`src/include/pcs_pkg.sv`:
```
// package for the transmit per-channel control store
// assumes an apb slave top module, one clock domain
// Behaviour
// - with enable set, outputs are driven from stored data.
// - reset selects direct access, indirect_select cleared.
// - busy reads 1 while an indirect request is in progress.
// - busy reads 0 once the request is complete.
// - address/control write with read_not_write 0 stores buffer data.
// - busy rises right after address/control write, falls when done.
// - address/control write with read_not_write 1 reads into buffer.
package pcs_pkg;
    localparam int PCS_DEPTH = 64;
    localparam int PCS_AW = 6;
    localparam int PCS_DW = 8;
    // byte offsets of the registers
    localparam logic [7:0] PCS_CFG_OFF = 8'h00;
    localparam logic [7:0] PCS_STAT_OFF = 8'h04;
    localparam logic [7:0] PCS_ADDR_OFF = 8'h08;
    localparam logic [7:0] PCS_DATA_OFF = 8'h0c;
    // configuration fields
    localparam int PCS_CFG_EN_BIT = 0;
    localparam int PCS_CFG_IND_BIT = 1;
    localparam logic [1:0] PCS_CFG_RST = 2'h0;
    // status and address/control fields
    localparam int PCS_STAT_BUSY_BIT = 0;
    localparam int PCS_ADDR_RNW_BIT = 7;
    localparam logic [PCS_DW-1:0] PCS_DATA_RST = 8'h00;
    // wait cycles of one indirect request; busy stays high one cycle longer
    localparam logic [1:0] PCS_ACC_CYC = 2'h2;
    typedef enum logic [1:0] {PCS_IDLE, PCS_WAIT, PCS_DO} pcs_state_t;
endpackage : pcs_pkg
```
`src/hdl/pcs_ctrl_store.sv`:
```
// transmit per-channel control store with indirect apb access
// assumes apb master on pclk; timeslot index from the frame logic
//
// The APB interface to the registers and the register offsets are this design's own decisions.
`timescale 1ns/1ps
`default_nettype none
module pcs_ctrl_store
    import pcs_pkg::*;
(
    input wire logic pclk,
    input wire logic presetn,
    input wire logic psel,
    input wire logic penable,
    input wire logic pwrite,
    input wire logic [7:0] paddr,
    input wire logic [31:0] pwdata,
    output logic [31:0] prdata,
    output logic pready,
    output logic pslverr,
    input wire logic [PCS_AW-1:0] ts_index,
    output logic [PCS_DW-1:0] tx_per_channel_ctrl,
    output logic ctrl_stream_enable
);
    // control store, one byte per timeslot
    logic [PCS_DW-1:0] mem_ff [PCS_DEPTH];
    // per-location write strobes from the sequencer
    logic [PCS_DEPTH-1:0] loc_we;

    // configuration: bit0 stream enable, bit1 indirect select
    logic [1:0] cfg_ff;
    logic [1:0] nxt_cfg;

    // indirect data buffer shared by reads and writes
    logic [PCS_DW-1:0] buf_ff;
    logic [PCS_DW-1:0] nxt_buf;

    // latched timeslot address and direction of the request
    logic [PCS_AW-1:0] addr_ff;
    logic [PCS_AW-1:0] nxt_addr;
    logic rnw_ff;
    logic nxt_rnw;

    // busy sequencer state, flag and wait counter
    pcs_state_t st_ff;
    pcs_state_t nxt_st;
    logic busy_ff;
    logic nxt_busy;
    logic [1:0] cnt_ff;
    logic [1:0] nxt_cnt;

    // registered bus answer
    logic [31:0] rd_ff;
    logic [31:0] nxt_rd;
    logic ready_ff;
    logic nxt_ready;
    logic err_ff;

    // registered stream output
    logic [PCS_DW-1:0] out_ff;
    logic [PCS_DW-1:0] nxt_out;

    // apb phase decode
    wire logic setup = psel & ~penable;
    wire logic acc = psel & penable;
    wire logic wr = acc & pwrite;

    // register hits on the byte address
    wire logic hit_cfg = paddr == PCS_CFG_OFF;
    wire logic hit_stat = paddr == PCS_STAT_OFF;
    wire logic hit_addr = paddr == PCS_ADDR_OFF;
    wire logic hit_data = paddr == PCS_DATA_OFF;

    // write strobes per register
    wire logic wr_cfg = wr & hit_cfg;
    wire logic wr_addr = wr & hit_addr;
    wire logic wr_data = wr & hit_data;

    // field views of the write data
    wire logic [1:0] wd_cfg = pwdata[1:0];
    wire logic [PCS_AW-1:0] wd_loc = pwdata[PCS_AW-1:0];
    wire logic wd_rnw = pwdata[PCS_ADDR_RNW_BIT];
    wire logic [PCS_DW-1:0] wd_byte = pwdata[PCS_DW-1:0];

    // mode bits as named wires
    wire logic ind_mode = cfg_ff[PCS_CFG_IND_BIT];
    wire logic en_mode = cfg_ff[PCS_CFG_EN_BIT];

    // request start, indirect mode and idle only
    wire logic start = wr_addr & ind_mode & ~busy_ff;

    // completion cycle of the request, split by direction
    wire logic done = st_ff == PCS_DO;
    wire logic done_rd = done & rnw_ff;
    wire logic done_wr = done & ~rnw_ff;

    // software write to the buffer, refused while busy
    wire logic buf_sw = wr_data & ~busy_ff;

    // read selection, unmapped addresses read zero
    wire logic [31:0] rd_mux =
        hit_cfg ? {30'h0, cfg_ff} :
        hit_stat ? {31'h0, busy_ff} :
        hit_addr ? {24'h0, rnw_ff, 1'b0, addr_ff} :
        hit_data ? {24'h0, buf_ff} : 32'h0;

    // configuration changes only on a software write
    assign nxt_cfg = wr_cfg ? wd_cfg : cfg_ff;

    // address/control captured when a request starts
    assign nxt_addr = start ? wd_loc : addr_ff;
    assign nxt_rnw = start ? wd_rnw : rnw_ff;

    // a finished read wins over a software load
    assign nxt_buf = done_rd ? mem_ff[addr_ff] :
        buf_sw ? wd_byte : buf_ff;

    // answer taken at the setup edge, so access needs no wait
    assign nxt_ready = setup;
    assign nxt_rd = setup ? rd_mux : rd_ff;

    // stream value, forced to reset value while disabled
    assign nxt_out = en_mode ? mem_ff[ts_index] : PCS_DATA_RST;

    // busy sequencer: two wait cycles, one done cycle
    always_comb begin
        nxt_st = st_ff;
        nxt_busy = busy_ff;
        nxt_cnt = cnt_ff;
        case (st_ff)
            PCS_IDLE: begin
                if (start) begin
                    nxt_st = PCS_WAIT;
                    nxt_busy = 1'b1;
                    nxt_cnt = PCS_ACC_CYC;
                end
            end
            PCS_WAIT: begin
                nxt_cnt = cnt_ff - 2'h1;
                if (cnt_ff == 2'h1) begin
                    nxt_st = PCS_DO;
                end
            end
            PCS_DO: begin
                nxt_st = PCS_IDLE;
                nxt_busy = 1'b0;
            end
            default: begin
                nxt_st = PCS_IDLE;
                nxt_busy = 1'b0;
                nxt_cnt = '0;
            end
        endcase
    end

    // config reset: direct mode, streams off
    always_ff @(posedge pclk or negedge presetn) begin
        if (!presetn) begin
            cfg_ff <= PCS_CFG_RST;
        end else begin
            cfg_ff <= nxt_cfg;
        end
    end

    // latched timeslot address
    always_ff @(posedge pclk or negedge presetn) begin
        if (!presetn) begin
            addr_ff <= '0;
        end else begin
            addr_ff <= nxt_addr;
        end
    end

    // latched direction of the request
    always_ff @(posedge pclk or negedge presetn) begin
        if (!presetn) begin
            rnw_ff <= 1'b0;
        end else begin
            rnw_ff <= nxt_rnw;
        end
    end

    always_ff @(posedge pclk or negedge presetn) begin
        if (!presetn) begin
            buf_ff <= PCS_DATA_RST;
        end else begin
            buf_ff <= nxt_buf;
        end
    end

    // sequencer state
    always_ff @(posedge pclk or negedge presetn) begin
        if (!presetn) begin
            st_ff <= PCS_IDLE;
        end else begin
            st_ff <= nxt_st;
        end
    end

    always_ff @(posedge pclk or negedge presetn) begin
        if (!presetn) begin
            busy_ff <= 1'b0;
        end else begin
            busy_ff <= nxt_busy;
        end
    end

    // wait counter
    always_ff @(posedge pclk or negedge presetn) begin
        if (!presetn) begin
            cnt_ff <= '0;
        end else begin
            cnt_ff <= nxt_cnt;
        end
    end

    // store write into the addressed location
    genvar gi;
    generate
        for (gi = 0; gi < PCS_DEPTH; gi++) begin : g_loc
            // strobe for this location only
            assign loc_we[gi] = done_wr & (addr_ff == PCS_AW'(gi));
            always_ff @(posedge pclk or negedge presetn) begin
                if (!presetn) begin
                    mem_ff[gi] <= PCS_DATA_RST;
                end else if (loc_we[gi]) begin
                    mem_ff[gi] <= buf_ff;
                end
            end
        end
    endgenerate

    // read data held from setup through access
    always_ff @(posedge pclk or negedge presetn) begin
        if (!presetn) begin
            rd_ff <= 32'h0;
        end else begin
            rd_ff <= nxt_rd;
        end
    end

    // ready high exactly in the access cycle
    always_ff @(posedge pclk or negedge presetn) begin
        if (!presetn) begin
            ready_ff <= 1'b0;
        end else begin
            ready_ff <= nxt_ready;
        end
    end

    // no access is ever refused with an error
    always_ff @(posedge pclk or negedge presetn) begin
        if (!presetn) begin
            err_ff <= 1'b0;
        end else begin
            err_ff <= 1'b0;
        end
    end

    always_ff @(posedge pclk or negedge presetn) begin
        if (!presetn) begin
            out_ff <= PCS_DATA_RST;
        end else begin
            out_ff <= nxt_out;
        end
    end

    // outputs straight from flip-flops
    assign pready = ready_ff;
    assign pslverr = err_ff;
    assign prdata = rd_ff;
    assign tx_per_channel_ctrl = out_ff;
    assign ctrl_stream_enable = cfg_ff[PCS_CFG_EN_BIT];
endmodule : pcs_ctrl_store
`default_nettype wire

```
`config.mk`:
```
export PLATFORM = sky130hd
export DESIGN_NAME = pcs_ctrl_store
export DESIGN_NICKNAME = d
export VERILOG_FILES = /design/src/include/pcs_pkg.sv /design/src/hdl/pcs_ctrl_store.sv
export SDC_FILE = /design/constraint.sdc
export NUM_CORES = 1
export LEC_CHECK = 0
export BUFFER_PORTS_ARGS = -buffer_cell sky130_fd_sc_hd__clkbuf_2
export CORE_MARGIN = 2
export CORE_UTILIZATION = 35
export CTS_BUF_LIST = sky130_fd_sc_hd__clkbuf_2 sky130_fd_sc_hd__clkbuf_4 sky130_fd_sc_hd__clkbuf_8
export DETAILED_ROUTE_END_ITERATION = 7
export SYNTH_ARGS = -nofsm -noshare
export SYNTH_HDL_FRONTEND = slang
export SYNTH_SLANG_ARGS = --single-unit
export TNS_END_PERCENT = 5
```
`constraint.sdc`:
```
create_clock -name pclk -period 3.3 [get_ports pclk]
set_input_delay 0.33 -clock pclk [delete_from_list [all_inputs] [get_ports pclk]]
set_output_delay 0.33 -clock pclk [all_outputs]
set_load 0.01 [all_outputs]
```
# Word-level counts from Yosys, hierarchy flattened
# Index checks and enable logic that the tools add are counted.
[totals]
regBits = 575
latch_bits = 0
mem_bits_rw = 0
romBits = 0
input_bits = 51
word_cells = 257
memories = 0
[classes]
add_sub_neg = 1
multipliers = 0
div_mod_pow = 0
n_lt_le_gt_ge = 2
n_eq_ne = 71
shift = 0
muxes = 20
bitwise = 82
reduce_logical = 7
[op_table]
columns = ["op", "count"]
rows = [
  ["6-bit == test (second input constant)", 32],
  ["8-bit binary-select mux with 6-bit select", 2],
  ["6-bit by 5-bit == test with 1-bit output (second input constant)", 16],
  ["8-bit 2-to-1 mux", 11],
  ["1-bit AND", 75],
  ["6-bit by 4-bit == test with 1-bit output (second input constant)", 8],
  ["6-bit by 3-bit == test with 1-bit output (second input constant)", 4],
  ["8-bit by 4-bit == test with 1-bit output (second input constant)", 2],
  ["7-bit >= comparator (second input constant)", 2],
  ["6-bit inverter with 7-bit output", 2],
  ["6-bit by 2-bit == test with 1-bit output (second input constant)", 2],
  ["8-bit by 3-bit == test with 1-bit output (second input constant)", 1],
  ["8-bit zero test", 1],
  ["6-bit by 1-bit == test with 1-bit output (second input constant)", 1],
  ["6-bit zero test", 1],
  ["2-bit 2-to-1 mux", 3],
  ["2-bit case mux with 3 select lines", 1],
  ["2-bit AND reduction", 3],
  ["1-bit inverter", 5],
  ["2-bit by 1-bit == test with 1-bit output (second input constant)", 2],
  ["2-bit != test (second input constant)", 2],
  ["2-bit case mux with 2 select lines", 1],
  ["2-bit == test (second input constant)", 1],
  ["2-bit zero test", 1],
  ["4 further kinds", 4],
]

# Longest topological paths before layout
[depth]
depth_word = 7
depth_mapped = 10
mapped_depth_nobuf = 6

# Worst setup path after synthesis
# No wires, ideal clock.
[synth_path]
path_kind = "register to register"
start = "register st_ff[0]"
end = "register mem_ff[81] in the netlist's numbering"
arrival_ns = 2.120
t_required_ns = 3.175
path_slack_ns = 1.055
path_stages_with_launch = 8
path_buffers = 3
synth_period_minus_slack_ns = 2.245
cell_sequence = "dfrtp_1 -> clkbuf_1 -> or3_4 -> or2_1 -> buf_2 -> buf_6 -> nor3_4 -> mux2_2"
[synth_via]
elab_chain_len = 3
[synth_lines]
columns = ["item", "line", "source"]
rows = [
  ["from (decl)", "pcs_ctrl_store.sv:44", "pcs_state_t st_ff;"],
  ["from (signal assigned)", "pcs_ctrl_store.sv:195", "st_ff <= nxt_st;"],
  ["2-bit == test", "pcs_ctrl_store.sv:92", "wire logic done = st_ff == PCS_DO;"],
  ["1-bit AND", "pcs_ctrl_store.sv:94", "wire logic done_wr = done & ~rnw_ff;"],
  ["1-bit AND", "pcs_ctrl_store.sv:221", "assign loc_we[gi] = done_wr & (addr_ff == PCS_AW'(gi));"],
  ["to (signal, indexed assignment)", "pcs_ctrl_store.sv:226", "mem_ff[gi] <= buf_ff;"],
  ["to (decl)", "pcs_ctrl_store.sv:25", "logic [PCS_DW-1:0] mem_ff [PCS_DEPTH];"],
]
# No other way between the ends.
# A chain may end at the register's enable or synchronous reset.

# Final worst setup path
[layout_path]
start = "register st_ff[1]"
end = "register mem_ff[73] in the netlist's numbering"
# Same word-level chain as after synthesis.

==> impl_metrics.tcl <==
set metrics [dict create \
    power.leakage_nw 15.1 \
    post_synth.cell_area_avg_um2 14.0 \
    worst-slew-pin-transition_ns 1.27 \
    yosysSeqAreaShare_pct 46.5 \
    timing.critical_path.slowest_cell_delay_ns 0.71 \
    clockRootBuffer "sky130_fd_sc_hd__clkbuf_8" \
    syn_to_final_growth_pct 14.5 \
    run_status "completed" \
    initial_standard_cell_utilization_of_the_core_pct 35.4 \
    clock-skew-final_ns 0.0320 \
    synthesis.instances 2124 \
    finalWorstPathRequiredPeriod_ns 2.81 \
    n_fill_cell 7762 \
    fp-row-count 106 \
    num-nets-final 2285 \
    routabilityCongestion 0.854 \
    number_of_max_cap_violations 0 \
    antenna_violations_before_repair 7 \
    tritoncts_clock_tree "built" \
    clockPowerShare_pct 47.7 \
    antenna_violating_nets_post_route 0 \
    wirelength_met1_mm 38.8 \
    worst_setup_hold_path_clk_slew_ns 0.06 \
    critPathSlowestCell "sky130_fd_sc_hd__nor3_4" \
    design.core.area_um2 83800 \
    ys.flop_type "sky130_fd_sc_hd__dfrtp_1" \
    synthesis.area_um2 29700 \
    critPathLaunchType "register" \
    p_switching_mw 3.28 \
    power.share.switching_pct 23.3 \
    via_count_of_the_first_global_routing_pass 20500 \
    timing.critical_path.fanout_max 15 \
    number_of_clock_buffers_inserted_by_tritoncts 97 \
    via_count_of_the_routed_design 19700 \
    postSynthRegisterBits 551 \
    cp_cell_sequence "inv_1 > or3_4 > or2_1 > nor3_4 > mux2_2" \
    drt-wirelength-per-cell_um 26.2 \
    fmax_mhz 356 \
    grt_use_total_pct 20.9 \
    clock_insertion_delay_worst_skew_ns 0.71 \
    timing_hold_violations_final 0 \
    detail_route.first_pass.iterations 5 \
    critPathKind "reg2reg" \
    floorplan.die_area_um2 87100 \
    grt_first_pass_wirelength_mm 135 \
    max_slew_margin_pct 15.4 \
    synthDistinctLibCells 46 \
    share_comb_of_total_power_pct 3.8 \
    highest-signal-layer "met5" \
    ir_worst_vdd_v 0.000284 \
    power.internal_mw 10.8 \
    arrival_ns 3.37 \
    placed_cells_incl_taps 3260 \
    power_density_nw_per_um2 414 \
    min-delay-path-class "in2reg" \
    route.met3.wl_mm 7.58 \
    h-tree-depth 3 \
    synth_warn 0 \
    avg_vias_per_cell 5.71 \
    dp_hpwl_mm 60.6 \
    max-clock-path-buffers 3 \
    globalRouteOverflowTotal 0 \
    fp.dieH_um 295 \
    final_layout_size_suffix_gt1_share_pct 48.8 \
    route.final.wire_length_mm 90.3 \
    worstSetupEndpointType "register" \
    p_total_mw 14.1 \
    wl_met2_mm 41.1 \
    finalNonFillerCells 3441 \
    die-width_um 295 \
    top_level_ports 94 \
    fin_crit_sh_pct 85.1 \
    port_buffers 44 \
    final-max-slew-violation-count 0 \
    drc 0 \
    cts_post_setup_buffers_inserted 0 \
    setup_repair_after_global_routing_missed_its_margin "false" \
    cp.required_ns 3.86 \
    synth-edff-count 0 \
    tritoncts_num_sinks 551 \
    setup_viol_count_final 0 \
    ys_async_sr_fraction_pct 100 \
    fin_tns_setup_ns 0 \
    grt_start_max_net_pins 103 \
    power.sequential.fraction_pct 48.4 \
    first_iter_violations 1838 \
]
-- per-layer routing --
metal / GRT usage [%] / up-vias
met5: 0 / -
met1: 28.2 / 10400
li1: - / 8245
met4: 7.53 / 10
met2: 32.1 / 775
met3: 6.10 / 185
-- final timing paths --
kind / start / end / slack (ns) / cells past startpoint
setup / recovery: st_ff[1] / mem_ff[73] / 0.49 / 5
hold / removal: paddr[2] / prdata[1] / 0.09 / 4
setup reg to reg: st_ff[1] / mem_ff[73] / 0.49 / 5
hold reg to reg: prdata[4] / prdata[4] / 0.48 / 2
max in group asynchronous: presetn / mem_ff[283] / 2.01 / 3
min in group asynchronous: presetn / mem_ff[365] / 0.33 / 2
-- through the flow --
| step | utilization [%] | setup slack [ns] | hold slack, ns | area (um^2) |
|---|---|---|---|---|
| 3_3_place_gp | 37.9 | 0.396 | 0.460 | 31800 |
| 4_1_cts | 40.5 | 0.512 | 0.0429 | 33900 |
| 6_report | 40.5 | 0.491 | 0.0929 | 33900 |
| 3_5_place_dp | 37.9 | 0.379 | 0.476 | 31800 |
| 5_1_grt | 40.5 | 0.372 | 0.0859 | 33900 |
| 2_1_floorplan | - | 1.06 | 0.0344 | 29700 |
-- cells by family (layout without fill, tap and decap cells) --
logic type                 after synthesis  count (layout)  synth area share (%)
muxes                                  906             906                  41.1
AOI/OAI and AO/OA                      161             161                  3.83
adders and majority gates                1               1                0.0422
and+or+nand+nor                        289             289                  4.97
buffers and inverters                  215             373                  3.51
other                                    1              26                0.0126
DFF                                    551             551                  46.5
-- area by class of cell --
class	instances	area (um^2)	area share [%]
Timing Repair Buffer	197	1690	4.98
Multi-Input combinational cell	1382	14900	44.0
Antenna cell	1	2.50	0.00737
Tap cell	1134	1420	4.18
Sequential cell	551	13800	40.7
Clock buffer	161	1980	5.85
Inverter	4	15.0	0.0442
Clock inverter	11	82.6	0.243
-- power by group through the flow --
| stage | clock [mW] | sequential (mW) | combinational (mW) |
|---|---|---|---|
| finish | 6.71 | 6.81 | 0.536 |
| CTS | 6.84 | 6.81 | 0.546 |
| floorplan | 0 | 6.89 | 0.260 |
| global placement | 0 | 6.92 | 0.526 |
| global route | 7.16 | 6.80 | 0.583 |
| detailed placement | 0 | 6.93 | 0.537 |
-- synthesized netlist by cell type (3+ instances only) --
library cell	n	area share, %
sky130_fd_sc_hd__mux2i_1	187	6.3
sky130_fd_sc_hd__a211oi_1	8	0.20
sky130_fd_sc_hd__buf_1	6	0.076
sky130_fd_sc_hd__or2_2	6	0.13
sky130_fd_sc_hd__o221a_2	4	0.15
sky130_fd_sc_hd__nand3_1	50	0.84
sky130_fd_sc_hd__buf_4	44	1.1
sky130_fd_sc_hd__and4_1	4	0.12
sky130_fd_sc_hd__a22o_1	6	0.18
sky130_fd_sc_hd__dfrtp_1	551	46
sky130_fd_sc_hd__nor2_2	15	0.32
sky130_fd_sc_hd__mux2_2	519	20
sky130_fd_sc_hd__a21oi_1	20	0.34
sky130_fd_sc_hd__clkbuf_1	120	1.5
sky130_fd_sc_hd__o21ai_0	23	0.39
sky130_fd_sc_hd__buf_6	3	0.11
sky130_fd_sc_hd__nor2_1	40	0.51
sky130_fd_sc_hd__a22oi_1	83	2.1
sky130_fd_sc_hd__nand2b_1	32	0.68
sky130_fd_sc_hd__nand2_1	93	1.2
sky130_fd_sc_hd__mux4_2	198	15
sky130_fd_sc_hd__inv_1	4	0.051
sky130_fd_sc_hd__o211ai_1	3	0.076
sky130_fd_sc_hd__nor3_1	7	0.12
sky130_fd_sc_hd__buf_2	38	0.64
sky130_fd_sc_hd__nor3_4	4	0.22
sky130_fd_sc_hd__nor2b_1	15	0.32
sky130_fd_sc_hd__a221oi_1	11	0.32
sky130_fd_sc_hd__nand4_1	6	0.13
sky130_fd_sc_hd__and2_1	4	0.084
-- placed cells by master, fill, tap and decap left out, types with 9 or more instances in the layout --
master                     count
sky130_fd_sc_hd__mux4_2      198
sky130_fd_sc_hd__clkbuf_2     40
sky130_fd_sc_hd__nor2_1       39
sky130_fd_sc_hd__clkinv_2      9
sky130_fd_sc_hd__clkbuf_4     37
sky130_fd_sc_hd__buf_4       124
sky130_fd_sc_hd__dfrtp_2       9
sky130_fd_sc_hd__mux2_2      519
sky130_fd_sc_hd__nand3_1      50
sky130_fd_sc_hd__clkbuf_8    125
sky130_fd_sc_hd__buf_12       22
sky130_fd_sc_hd__nor2b_1      13
sky130_fd_sc_hd__o21ai_0      23
sky130_fd_sc_hd__mux2i_1     187
sky130_fd_sc_hd__dfrtp_1     540
sky130_fd_sc_hd__conb_1       25
sky130_fd_sc_hd__nor2_2       15
sky130_fd_sc_hd__nand2b_1     32
sky130_fd_sc_hd__a22oi_1      83
sky130_fd_sc_hd__a221oi_1     11
sky130_fd_sc_hd__nand2_1      93
sky130_fd_sc_hd__a21oi_1      20
-- flip-flops by register name (all words and copies together) (netlist names) --
name / flops
addr_ff: 6
buf_ff: 8
busy_ff: 1
cfg_ff: 2
cnt_ff: 2
mem_ff: 512
prdata: 8
pready: 1
rnw_ff: 1
st_ff: 2
tx_per_channel_ctrl: 8
-- critical path: cells and delay by family, from the launching register on --
| kind | cells | cell delay, ns |
|---|---|---|
| simple gates | 3 | 1.74 |
| mux | 1 | 0.40 |
| flops | 1 | 0.40 |
| buf+inv | 1 | 0.12 |
-- repair_timing --
action	CTS	global route
hold buffers	8	0
resized for setup	0	0
hold endpoints to repair	99	0
Power figures use the tool's default switching activity.
